## config.mk

```make
export PLATFORM = sky130hd
export DESIGN_NAME = bcs_top
export DESIGN_NICKNAME = d
export VERILOG_FILES = /design/src/bcs_pkg.sv /design/src/bcs_top.sv
export VERILOG_INCLUDE_DIRS = /design/src
export SDC_FILE = /design/constraint.sdc
export NUM_CORES = 1
export LEC_CHECK = 0
export BUFFER_PORTS_ARGS = -buffer_cell sky130_fd_sc_hd__buf_2
export CELL_PAD_IN_SITES_DETAIL_PLACEMENT = 2
export CELL_PAD_IN_SITES_GLOBAL_PLACEMENT = 2
export CORE_AREA = 2 2 208 210
export DETAILED_ROUTE_END_ITERATION = 12
export DIE_AREA = 0 0 210 212
export PLACE_DENSITY = 0.68
export SLEW_MARGIN = 30
export SYNTH_ARGS = -nofsm -noshare
export SYNTH_HDL_FRONTEND = slang
export SYNTH_SLANG_ARGS = --single-unit
```

## constraint.sdc

```tcl
create_clock -name CLK_IN -period 3.3 [get_ports CLK_IN]
set_input_delay 0.495 -clock CLK_IN [delete_from_list [all_inputs] [get_ports CLK_IN]]
set_output_delay 0.495 -clock CLK_IN [all_outputs]
set_load 0.01 [all_outputs]
```

## src/bcs_defs.svh

```systemverilog
`ifndef BCS_DEFS_SVH
`define BCS_DEFS_SVH
// register offsets
`define BCS_A_LS 5'h00
`define BCS_A_MISC 5'h01
`define BCS_A_WD 5'h02
`define BCS_A_SENS 5'h03
`define BCS_A_SUP 5'h04
`define BCS_A_PROT 5'h05
`define BCS_A_CCTL 5'h06
`define BCS_A_CVAL 5'h07
`define BCS_A_STAT 5'h08
`define BCS_A_FLT1 5'h09
`define BCS_A_FLT2 5'h0a
`define BCS_A_DLO 5'h10
`define BCS_A_DHI 5'h14
`define BCS_A_DATA 5'h18
// field positions
`define BCS_B_LAMP1 0
`define BCS_B_LAMP2 1
`define BCS_B_MR 2
`define BCS_B_PR 3
`define BCS_B_WDEN 4
`define BCS_B_OVACT 5
`define BCS_B_SPD1 0
`define BCS_B_SPD2 1
`define BCS_B_KIND 2
`define BCS_B_MRGND 0
`define BCS_B_MROC 1
`define BCS_B_PRGND 2
`define BCS_B_PROC 3
`define BCS_B_CEN 2
`define BCS_B_CCLR 3
`define BCS_B_INRNG 4
`define BCS_B_WDF 5
`define BCS_B_OVF 6
`define BCS_B_CONF 7
// reset values
`define BCS_RST8 8'h00
`define BCS_RST_MISC 8'h00
`define BCS_RST_PROT 8'h00
// timing
`define BCS_CLK_NS 20
`define BCS_MS_NS 1000000
`define BCS_WD_UP_MS 7'h40
`define BCS_WD_LO_MS 7'h20
`define BCS_PH_STEP 2'h0
`endif

```

## src/bcs_pkg.sv

```systemverilog
package bcs_pkg;
	typedef struct packed {
		logic [3:0] batt_short;
		logic [3:0] pin_fault;
		logic [3:0] pin_oc;
		logic [3:0] pulse;
		logic mr_gnd;
		logic mr_oc;
		logic pr_gnd;
		logic pr_oc;
		logic overvolt;
		logic wd_kick;
		logic sel_n;
	} bcs_pins_t;
	typedef struct packed {
		logic [3:0] stb;
		logic [3:0] still;
		logic [31:0] data;
	} bcs_dec_t;
endpackage

```

## src/bcs_top.sv

```systemverilog
// Decided for this implementation: the register offsets and the plain strobed port.
`include "bcs_defs.svh"
// Overview of operation
// - each channel fresh flag is 1 after new decoded data, 0 after read.
// - each channel standstill flag: 1 standstill, 0 normal.
// - supply battery-short flag per channel, 1 when shorted while off.
// - eight-bit pulse count copy latched at select rising edge.
// - per sensor pin fault flag for open load or ground short.
// - per sensor pin overcurrent flag.
// - eight low-side enables, not cleared by output faults.
// - two lamp enables, not cleared by lamp faults.
// - main and pump relay enables cleared by their driver fault.
// - watchdog enabled: low-sides and relays off unless in range.
// - watchdog disabled: no in-range gating, low-sides 0-3 still PWM-gated, in-range reads 0.
// - overvoltage action bit: 0 keeps main relay, 1 turns it off.
// - watchdog fault latch sets when in-range drops, clears on read.
// - upper window 00/01/10/11 = 64/32/16/8 ms.
// - lower window 00/01/10/11 = 32/16/8/4 ms.
// - ten-bit duty per PWM channel, applied at next period start.
// - PWM phase offset 0, 90, 180, 270 degrees.
// - speed output enables cleared only by battery overvoltage.
// - sensor supply bits on at 1, cleared only by overvoltage.
// - sensor return bits on at 1, cleared only by overvoltage.
// - relay ground-short and overcurrent protections enabled at 1, reset 0.
// - two select bits route one sensor to the pulse counter.
// - overflow flag sets when pulse count wraps from 255 to 0.
// - conflict flag sets when count enable and clear are both set.
module bcs_top #(
	parameter int MS_CYCLES = `BCS_MS_NS / `BCS_CLK_NS
) (
	// clock and reset
	input wire logic CLK_IN,
	input wire logic RSTN_IN,
	// register port
	input wire logic [4:0] ADDR_IN,
	input wire logic [7:0] WDATA_IN,
	input wire logic WR_IN,
	input wire logic RD_IN,
	output logic [7:0] RDATA_OUT,
	// pins and decoder
	input wire bcs_pkg::bcs_pins_t PINS_IN,
	input wire bcs_pkg::bcs_dec_t DEC_IN,
	// drivers
	output logic [7:0] LOWSIDE_OUT,
	output logic [1:0] LAMP_OUT,
	output logic MR_GATE_OUT,
	output logic PR_GATE_OUT,
	output logic [1:0] SPEED_OE_OUT,
	output logic [3:0] SUPPLY_ON_OUT,
	output logic [3:0] RETURN_ON_OUT,
	output logic SENSOR_KIND_OUT,
	output logic [3:0] PROTECT_OUT
);
	bcs_pkg::bcs_pins_t s1_r, s2_r, s3_r;
	logic [7:0] ls_en_r;
	logic [7:0] misc_r, misc_nxt;
	logic [7:0] wd_cfg_r;
	logic [7:0] sens_r, sens_nxt;
	logic [7:0] sup_r, sup_nxt;
	logic [7:0] prot_r;
	logic [7:0] cctl_r;
	logic [7:0] cnt_r, cnt_nxt;
	logic [7:0] cval_r;
	logic [3:0] fresh_r;
	logic [31:0] data_r;
	logic [7:0] rdata_r;
	logic ovf_r, conf_r, wdf_r;
	logic in_range_r, in_range_nxt;
	logic [31:0] ms_cnt_r;
	logic [6:0] win_r;
	logic [2:0] pre_r;
	logic [9:0] base_r;
	logic [7:0] duty_lo_r [4];
	logic [1:0] duty_hi_r [4];
	logic [1:0] phase_r [4];
	logic [9:0] duty_act_r [4];
	logic [3:0] pwm_r;

	// decode
	wire wr_ls = WR_IN && (ADDR_IN == `BCS_A_LS);
	wire wr_misc = WR_IN && (ADDR_IN == `BCS_A_MISC);
	wire wr_wd = WR_IN && (ADDR_IN == `BCS_A_WD);
	wire wr_sens = WR_IN && (ADDR_IN == `BCS_A_SENS);
	wire wr_sup = WR_IN && (ADDR_IN == `BCS_A_SUP);
	wire wr_prot = WR_IN && (ADDR_IN == `BCS_A_PROT);
	wire wr_cctl = WR_IN && (ADDR_IN == `BCS_A_CCTL);
	wire rd_flt2 = RD_IN && (ADDR_IN == `BCS_A_FLT2);
	wire wr_dlo = WR_IN && (ADDR_IN[4:2] == 3'(`BCS_A_DLO >> 2));
	wire wr_dhi = WR_IN && (ADDR_IN[4:2] == 3'(`BCS_A_DHI >> 2));
	wire rd_data = RD_IN && (ADDR_IN[4:2] == 3'(`BCS_A_DATA >> 2));
	wire [1:0] sub = ADDR_IN[1:0];

	// synchronised pin view
	wire ov = s2_r.overvolt;
	wire sel_rise = s2_r.sel_n && !s3_r.sel_n;
	wire kick = s2_r.wd_kick && !s3_r.wd_kick;
	wire watchdog_gate_enable = misc_r[`BCS_B_WDEN];
	wire wd_ok = !watchdog_gate_enable || in_range_r;
	wire mr_fault = (s2_r.mr_gnd && prot_r[`BCS_B_MRGND])
		|| (s2_r.mr_oc && prot_r[`BCS_B_MROC]);
	wire pr_fault = (s2_r.pr_gnd && prot_r[`BCS_B_PRGND])
		|| (s2_r.pr_oc && prot_r[`BCS_B_PROC]);

	// enables with hardware clears
	always_comb begin
		misc_nxt = wr_misc ? WDATA_IN : misc_r;
		if (mr_fault)
			misc_nxt[`BCS_B_MR] = 1'b0;
		if (pr_fault)
			misc_nxt[`BCS_B_PR] = 1'b0;
		sens_nxt = wr_sens ? WDATA_IN : sens_r;
		sup_nxt = wr_sup ? WDATA_IN : sup_r;
		if (ov) begin
			sens_nxt[`BCS_B_SPD1] = 1'b0;
			sens_nxt[`BCS_B_SPD2] = 1'b0;
			sup_nxt = `BCS_RST8;
		end
	end

	always_ff @(posedge CLK_IN) begin
		if (!RSTN_IN) begin
			ls_en_r <= `BCS_RST8;
			misc_r <= `BCS_RST_MISC;
			wd_cfg_r <= `BCS_RST8;
			sens_r <= `BCS_RST8;
			sup_r <= `BCS_RST8;
			prot_r <= `BCS_RST_PROT;
			cctl_r <= `BCS_RST8;
		end else begin
			if (wr_ls)
				ls_en_r <= WDATA_IN;
			misc_r <= misc_nxt;
			if (wr_wd)
				wd_cfg_r <= WDATA_IN;
			sens_r <= sens_nxt;
			sup_r <= sup_nxt;
			if (wr_prot)
				prot_r <= WDATA_IN;
			if (wr_cctl)
				cctl_r <= WDATA_IN;
		end
	end

	// pin synchroniser
	always_ff @(posedge CLK_IN) begin
		s1_r <= PINS_IN;
		s2_r <= s1_r;
		s3_r <= s2_r;
	end

	// decoded sensor words
	always_ff @(posedge CLK_IN) begin
		if (!RSTN_IN) begin
			fresh_r <= 4'h0;
			data_r <= 32'h0000_0000;
		end else begin
			for (int i = 0; i < 4; i++) begin
				if (DEC_IN.stb[i]) begin
					fresh_r[i] <= 1'b1;
					data_r[i*8 +: 8] <= DEC_IN.data[i*8 +: 8];
				end else if (rd_data && sub == 2'(i)) begin
					fresh_r[i] <= 1'b0;
				end
			end
		end
	end

	// pulse counter
	wire pulse_edge = s2_r.pulse[cctl_r[1:0]] && !s3_r.pulse[cctl_r[1:0]];
	wire cnt_en = cctl_r[`BCS_B_CEN];
	wire counting_clear = cctl_r[`BCS_B_CCLR];
	wire cnt_wrap = cnt_en && !counting_clear && pulse_edge && (cnt_r == 8'hff);
	assign cnt_nxt = counting_clear ? 8'h00 : (cnt_en && pulse_edge) ? 8'(cnt_r + 8'h01) : cnt_r;

	always_ff @(posedge CLK_IN) begin
		if (!RSTN_IN) begin
			cnt_r <= 8'h00;
			cval_r <= 8'h00;
			ovf_r <= 1'b0;
			conf_r <= 1'b0;
		end else begin
			cnt_r <= cnt_nxt;
			if (sel_rise)
				cval_r <= cnt_r;
			if (cnt_wrap)
				ovf_r <= 1'b1;
			else if (rd_flt2)
				ovf_r <= 1'b0;
			if (cnt_en && counting_clear)
				conf_r <= 1'b1;
			else if (rd_flt2)
				conf_r <= 1'b0;
		end
	end

	// watchdog window
	wire ms_tick = (ms_cnt_r == 32'(MS_CYCLES - 1));
	wire [6:0] win_up = `BCS_WD_UP_MS >> wd_cfg_r[1:0];
	wire [6:0] win_lo = `BCS_WD_LO_MS >> wd_cfg_r[3:2];

	always_comb begin
		in_range_nxt = in_range_r;
		if (!watchdog_gate_enable)
			in_range_nxt = 1'b0;
		else if (kick)
			in_range_nxt = (win_r >= win_lo) && (win_r <= win_up);
		else if (win_r > win_up)
			in_range_nxt = 1'b0;
	end

	always_ff @(posedge CLK_IN) begin
		if (!RSTN_IN) begin
			ms_cnt_r <= 32'h0000_0000;
			win_r <= 7'h00;
			in_range_r <= 1'b0;
			wdf_r <= 1'b0;
		end else begin
			ms_cnt_r <= ms_tick ? 32'h0000_0000 : ms_cnt_r + 32'h0000_0001;
			if (!watchdog_gate_enable || kick)
				win_r <= 7'h00;
			else if (ms_tick && win_r != 7'h7f)
				win_r <= win_r + 7'h01;
			in_range_r <= in_range_nxt;
			if (in_range_r && !in_range_nxt)
				wdf_r <= 1'b1;
			else if (rd_flt2)
				wdf_r <= 1'b0;
		end
	end

	// pwm time base
	wire [2:0] pre_mask = 3'((4'h1 << wd_cfg_r[5:4]) - 4'h1);
	wire pwm_tick = (pre_r & pre_mask) == pre_mask;

	always_ff @(posedge CLK_IN) begin
		if (!RSTN_IN) begin
			pre_r <= 3'h0;
			base_r <= 10'h000;
		end else begin
			pre_r <= pre_r + 3'h1;
			if (pwm_tick)
				base_r <= base_r + 10'h001;
		end
	end

	generate
		for (genvar g = 0; g < 4; g++) begin : g_pwm
			wire [9:0] ph = base_r + {phase_r[g], 8'h00};
			always_ff @(posedge CLK_IN) begin
				if (!RSTN_IN) begin
					duty_lo_r[g] <= 8'h00;
					duty_hi_r[g] <= 2'h0;
					phase_r[g] <= 2'h0;
					duty_act_r[g] <= 10'h000;
					pwm_r[g] <= 1'b0;
				end else begin
					if (wr_dlo && sub == 2'(g))
						duty_lo_r[g] <= WDATA_IN;
					if (wr_dhi && sub == 2'(g)) begin
						duty_hi_r[g] <= WDATA_IN[1:0];
						phase_r[g] <= WDATA_IN[3:2];
					end
					if (pwm_tick && ph == 10'h3ff)
						duty_act_r[g] <= {duty_hi_r[g], duty_lo_r[g]};
					pwm_r[g] <= ph < duty_act_r[g];
				end
			end
		end
	endgenerate

	// read mux
	wire [7:0] stat = {DEC_IN.still, fresh_r};
	wire [7:0] flt1 = {s2_r.pin_oc, s2_r.pin_fault};
	wire [7:0] flt2 = {conf_r, ovf_r, wdf_r, in_range_r, s2_r.batt_short};
	logic [7:0] rd_mux;

	always_comb begin
		case (ADDR_IN)
			`BCS_A_LS: rd_mux = ls_en_r;
			`BCS_A_MISC: rd_mux = misc_r;
			`BCS_A_WD: rd_mux = wd_cfg_r;
			`BCS_A_SENS: rd_mux = sens_r;
			`BCS_A_SUP: rd_mux = sup_r;
			`BCS_A_PROT: rd_mux = prot_r;
			`BCS_A_CCTL: rd_mux = cctl_r;
			`BCS_A_CVAL: rd_mux = cval_r;
			`BCS_A_STAT: rd_mux = stat;
			`BCS_A_FLT1: rd_mux = flt1;
			`BCS_A_FLT2: rd_mux = flt2;
			default: begin
				if (ADDR_IN[4:2] == 3'(`BCS_A_DLO >> 2))
					rd_mux = duty_lo_r[sub];
				else if (ADDR_IN[4:2] == 3'(`BCS_A_DHI >> 2))
					rd_mux = {4'h0, phase_r[sub], duty_hi_r[sub]};
				else if (ADDR_IN[4:2] == 3'(`BCS_A_DATA >> 2))
					rd_mux = data_r[sub*8 +: 8];
				else
					rd_mux = 8'h00;
			end
		endcase
	end

	// output stage
	wire ov_off = ov && misc_r[`BCS_B_OVACT];
	wire [7:0] ls_drive = ls_en_r & {4'hf, pwm_r};

	always_ff @(posedge CLK_IN) begin
		if (!RSTN_IN) begin
			rdata_r <= 8'h00;
			LOWSIDE_OUT <= 8'h00;
			LAMP_OUT <= 2'h0;
			MR_GATE_OUT <= 1'b0;
			PR_GATE_OUT <= 1'b0;
			SPEED_OE_OUT <= 2'h0;
			SUPPLY_ON_OUT <= 4'h0;
			RETURN_ON_OUT <= 4'h0;
			SENSOR_KIND_OUT <= 1'b0;
			PROTECT_OUT <= 4'h0;
		end else begin
			rdata_r <= RD_IN ? rd_mux : 8'h00;
			LOWSIDE_OUT <= wd_ok ? ls_drive : 8'h00;
			LAMP_OUT <= {misc_r[`BCS_B_LAMP2], misc_r[`BCS_B_LAMP1]};
			MR_GATE_OUT <= misc_r[`BCS_B_MR] && wd_ok && !ov_off;
			PR_GATE_OUT <= misc_r[`BCS_B_PR] && wd_ok;
			SPEED_OE_OUT <= sens_r[1:0];
			SUPPLY_ON_OUT <= sup_r[3:0];
			RETURN_ON_OUT <= sup_r[7:4];
			SENSOR_KIND_OUT <= sens_r[`BCS_B_KIND];
			PROTECT_OUT <= prot_r[3:0];
		end
	end

	assign RDATA_OUT = rdata_r;
endmodule

```

==> flow_metrics.env <==
export IMPL_synth_mux_area_share_pct=7.02
export IMPL_dp_hpwl_mm=35.2
export IMPL_start_util_pct=34.4
export IMPL_p_leak_uw=0.00678
export IMPL_nets=1646
export IMPL_crit_chain="nand2b_1, a21boi_1, nand4bb_1, or2_2, o21ai_0, buf_4"
export IMPL_synthDominantCellAreaShare_pct=34.9
export IMPL_seq_area_frac_synth_pct=53.0
export IMPL_numPortBuffers=114
export IMPL_synth_compound_area_share_pct=9.06
export IMPL_internal_power_uw=7270
export IMPL_synth_xor_xnor_area_share_pct=2.93
export IMPL_synth_edf_count=88
export IMPL_setup_viol=0
export IMPL_syn_inst=1393
export IMPL_syn_area_um2=14600
export IMPL_power_density_nw_per_um2=553
export IMPL_vias=11100
export IMPL_cts_sinks=343
export IMPL_stdcell_area_um2=17100
export IMPL_fmax_mhz=446
export IMPL_post_route_period_util_pct=67.9
export IMPL_grt_pass1_wl_mm=73.0
export IMPL_dpl_worst_slack_ns=0.731
export IMPL_crit_buf_inv=1
export IMPL_pwr_share_comb_pct=5.8
export IMPL_synth_simple_area_share_pct=20.1
export IMPL_post_cts_buffers=0
export IMPL_path_clk_slew_ns=0.06
export IMPL_die_x_um=210
export IMPL_cp_top_family="simple AND/OR/NAND/NOR gates"
export IMPL_grt_pass1_vias=11900
export IMPL_grt_usage_pct=21.9
export IMPL_crit_required_ns=3.56
export IMPL_n_antenna_cell=0
export IMPL_syn_nets=1527
export IMPL_clockBufferDepth=3
export IMPL_hold_class="in -> reg"
export IMPL_worstMarginPinSlew_ns=0.861
export IMPL_postPlaceCellArea_um2=15800
export IMPL_die_h_um=212
export IMPL_yosysWarnings=0
export IMPL_hold_buffers=0
export IMPL_pwr_share_seq_pct=47.9
export IMPL_clock_skew_ns=0.0134
export IMPL_rsz0062_at_grt="no"
export IMPL_cpPeakStageDelay_ns=0.43
export IMPL_syn_to_final_growth_pct=17.2
export IMPL_cts_max_level=2
export IMPL_fin_tns_setup_ns=0
export IMPL_ant_nets=0
export IMPL_p_sw_share_pct=23.3
export IMPL_fin_crit_ns=2.24
export IMPL_synth_area_per_cell_um2=10.5
export IMPL_async_flop_share_pct=0
export IMPL_crit_type="reg -> reg"
export IMPL_worstPathArrival_ns=2.50
export IMPL_yosys_area_top_type="dfxtp_1"
export IMPL_switchingPower_uw=2210
export IMPL_coreArea_um2=42500
export IMPL_maxCapViolations=0
export IMPL_crit_path_top_delay_cell="o21ai_0"
export IMPL_ir_drop_mv=0.402
export IMPL_final_common_cell="dfxtp_1"
export IMPL_grt_max_degree=76
export IMPL_cp_max_fo=8
export IMPL_first_pass_iters=5
export IMPL_finalWorstSetupSlack_ns=1.06
export IMPL_rows=76
export IMPL_first_iter_violations=522
export IMPL_clk_latency_ns=0.56
export IMPL_cts_tree="done"
export IMPL_slew_viol_final=0
export IMPL_synth_area_leaders="dfxtp_1 (35%), edfxtp_1 (18%), ha_1 (4.6%)"
export IMPL_most_common_layout_cells="dfxtp_1 (255), nor2_1 (120), buf_2 (114)"
export IMPL_antenna_found_initial=3
export IMPL_synth_top_family_by_area="simple AND/OR/NAND/NOR gates"
export IMPL_cts_resized_gates=0
export IMPL_post_route_drc_count=0
export IMPL_synth_seq_cells=343
export IMPL_synth_distinct_cells=68
export IMPL_gr_total_overflow=0
export IMPL_timing_slew_headroom_pct=42.4
export IMPL_vias_per_cell=5.31
export IMPL_finalHoldViolations=0
export IMPL_outcome="completed"
export IMPL_cts_root_buf="clkbuf_16"
export IMPL_numCtsBuffers=40
export IMPL_die_area_um2=44500
export IMPL_gp_congestion=0.861
export IMPL_ys_flop_type="dfxtp_1"
export IMPL_critPathCaptureType="register"
export IMPL_power_frac_clock_pct=46.4
export IMPL_layout_drive_gt1_share_pct=17.5
export IMPL_totalWireLength_mm=48.0
export IMPL_start_kind="register"
export IMPL_synth_fa_ha_area_share_pct=4.62
export IMPL_ioPinCount=115
export IMPL_routedWlPerCell_um=23.0
==> cell usage after synthesis (all sizes together) (3+ instances only) <==
cell / number
a2111oi: 6
a211o: 4
a21o: 4
a21oi: 82
a221oi: 6
a22o: 6
a22oi: 16
a31o: 6
a31oi: 7
a32o: 4
a32oi: 9
a41oi: 5
and2: 101
and3: 36
and4: 8
buf: 31
clkbuf: 38
dfxtp: 255
edfxtp: 88
ha: 54
inv: 51
mux2i: 53
mux4: 21
nand2: 99
nand2b: 15
nand3: 80
nand4: 23
nor2: 128
nor2b: 9
nor3: 6
nor3b: 3
nor4: 17
nor4b: 4
o211ai: 5
o21a: 12
o21ai: 24
or2: 5
or3: 5
xnor2: 30
xor2: 19
==> state kept, by name (all words and copies together) (netlist names), 6 cells and up <==
| register | count |
|---|---|
| cctl_r | 8 |
| s1_r | 23 |
| base_r | 10 |
| flt1 | 8 |
| duty_act_r | 40 |
| ls_en_r | 8 |
| s3_r | 6 |
| ms_cnt_r | 32 |
| wd_cfg_r | 8 |
| duty_lo_r | 32 |
| win_r | 7 |
| duty_hi_r | 8 |
| cnt_r | 8 |
| phase_r | 8 |
| s2_r | 10 |
| prot_r | 8 |
| cval_r | 8 |
| LOWSIDE_OUT | 8 |
| data_r | 32 |
| sup_r | 8 |
| sens_r | 8 |
| misc_r | 8 |
| RDATA_OUT | 8 |
==> cell families (layout without fill, tap and decap cells) <==
family,after synthesis,count (layout)
AOI/OAI and AO/OA,204,204
xor gates and xnor gates,49,49
adders and majority gates,54,54
buffers and inverters,121,269
DFF,343,343
muxes,76,76
and+or+nand+nor,546,546
==> stage by stage <==
step | util (%) | power (uW) | cells | hold WS (ns)
after floorplan | - | 4900 | 1393 | 0.310
after global placement | 37.2 | 5160 | 2016 | 0.311
after detailed placement | 37.2 | 5180 | 2016 | 0.314
after CTS | 40.3 | 9600 | 2087 | 0.00706
after global routing | 40.3 | 9820 | 2087 | 0.0153
final | 40.3 | 9480 | 2087 | 0.0391
==> power by group through the flow <==
stage | logic [uW] | registers (uW) | clock network [uW]
finish | 547 | 4540 | 4390
CTS | 554 | 4540 | 4510
detailed placement | 549 | 4630 | 0
global placement | 532 | 4620 | 0
global route | 599 | 4550 | 4680
floorplan | 330 | 4570 | 0
==> worst paths after layout <==
check | startpoint | to | slack, ns | cells past startpoint
worst min register to register | s1_r[12] | flt1[5] | 0.32 | 0
worst min-delay path | PINS_IN[0] | s1_r[0] | 0.04 | 1
worst max-delay path | wd_cfg_r[5] | duty_act_r[2][0] | 1.06 | 6
worst max register to register | wd_cfg_r[5] | duty_act_r[2][0] | 1.06 | 6
==> area by class of cell <==
| type | instances | area (um2) |
|---|---|---|
| Sequential cell | 343 | 7750 |
| Multi-Input combinational cell | 929 | 6390 |
| Clock inverter | 13 | 86.3 |
| Clock buffer | 58 | 1210 |
| Inverter | 52 | 198 |
| Timing Repair Buffer | 146 | 811 |
| Tap cell | 546 | 683 |
| Fill cell | 4466 | 25400 |
==> routing by layer <==
layer,track usage (%),up-vias,part of all wire (%)
met5,0,-,0.052
met4,8.07,4,3.5
met3,3.96,102,3.7
met2,39.4,205,51
met1,26.0,5590,42
li1,-,5179,-
Note: power is estimated with default switching activity, not from simulation.
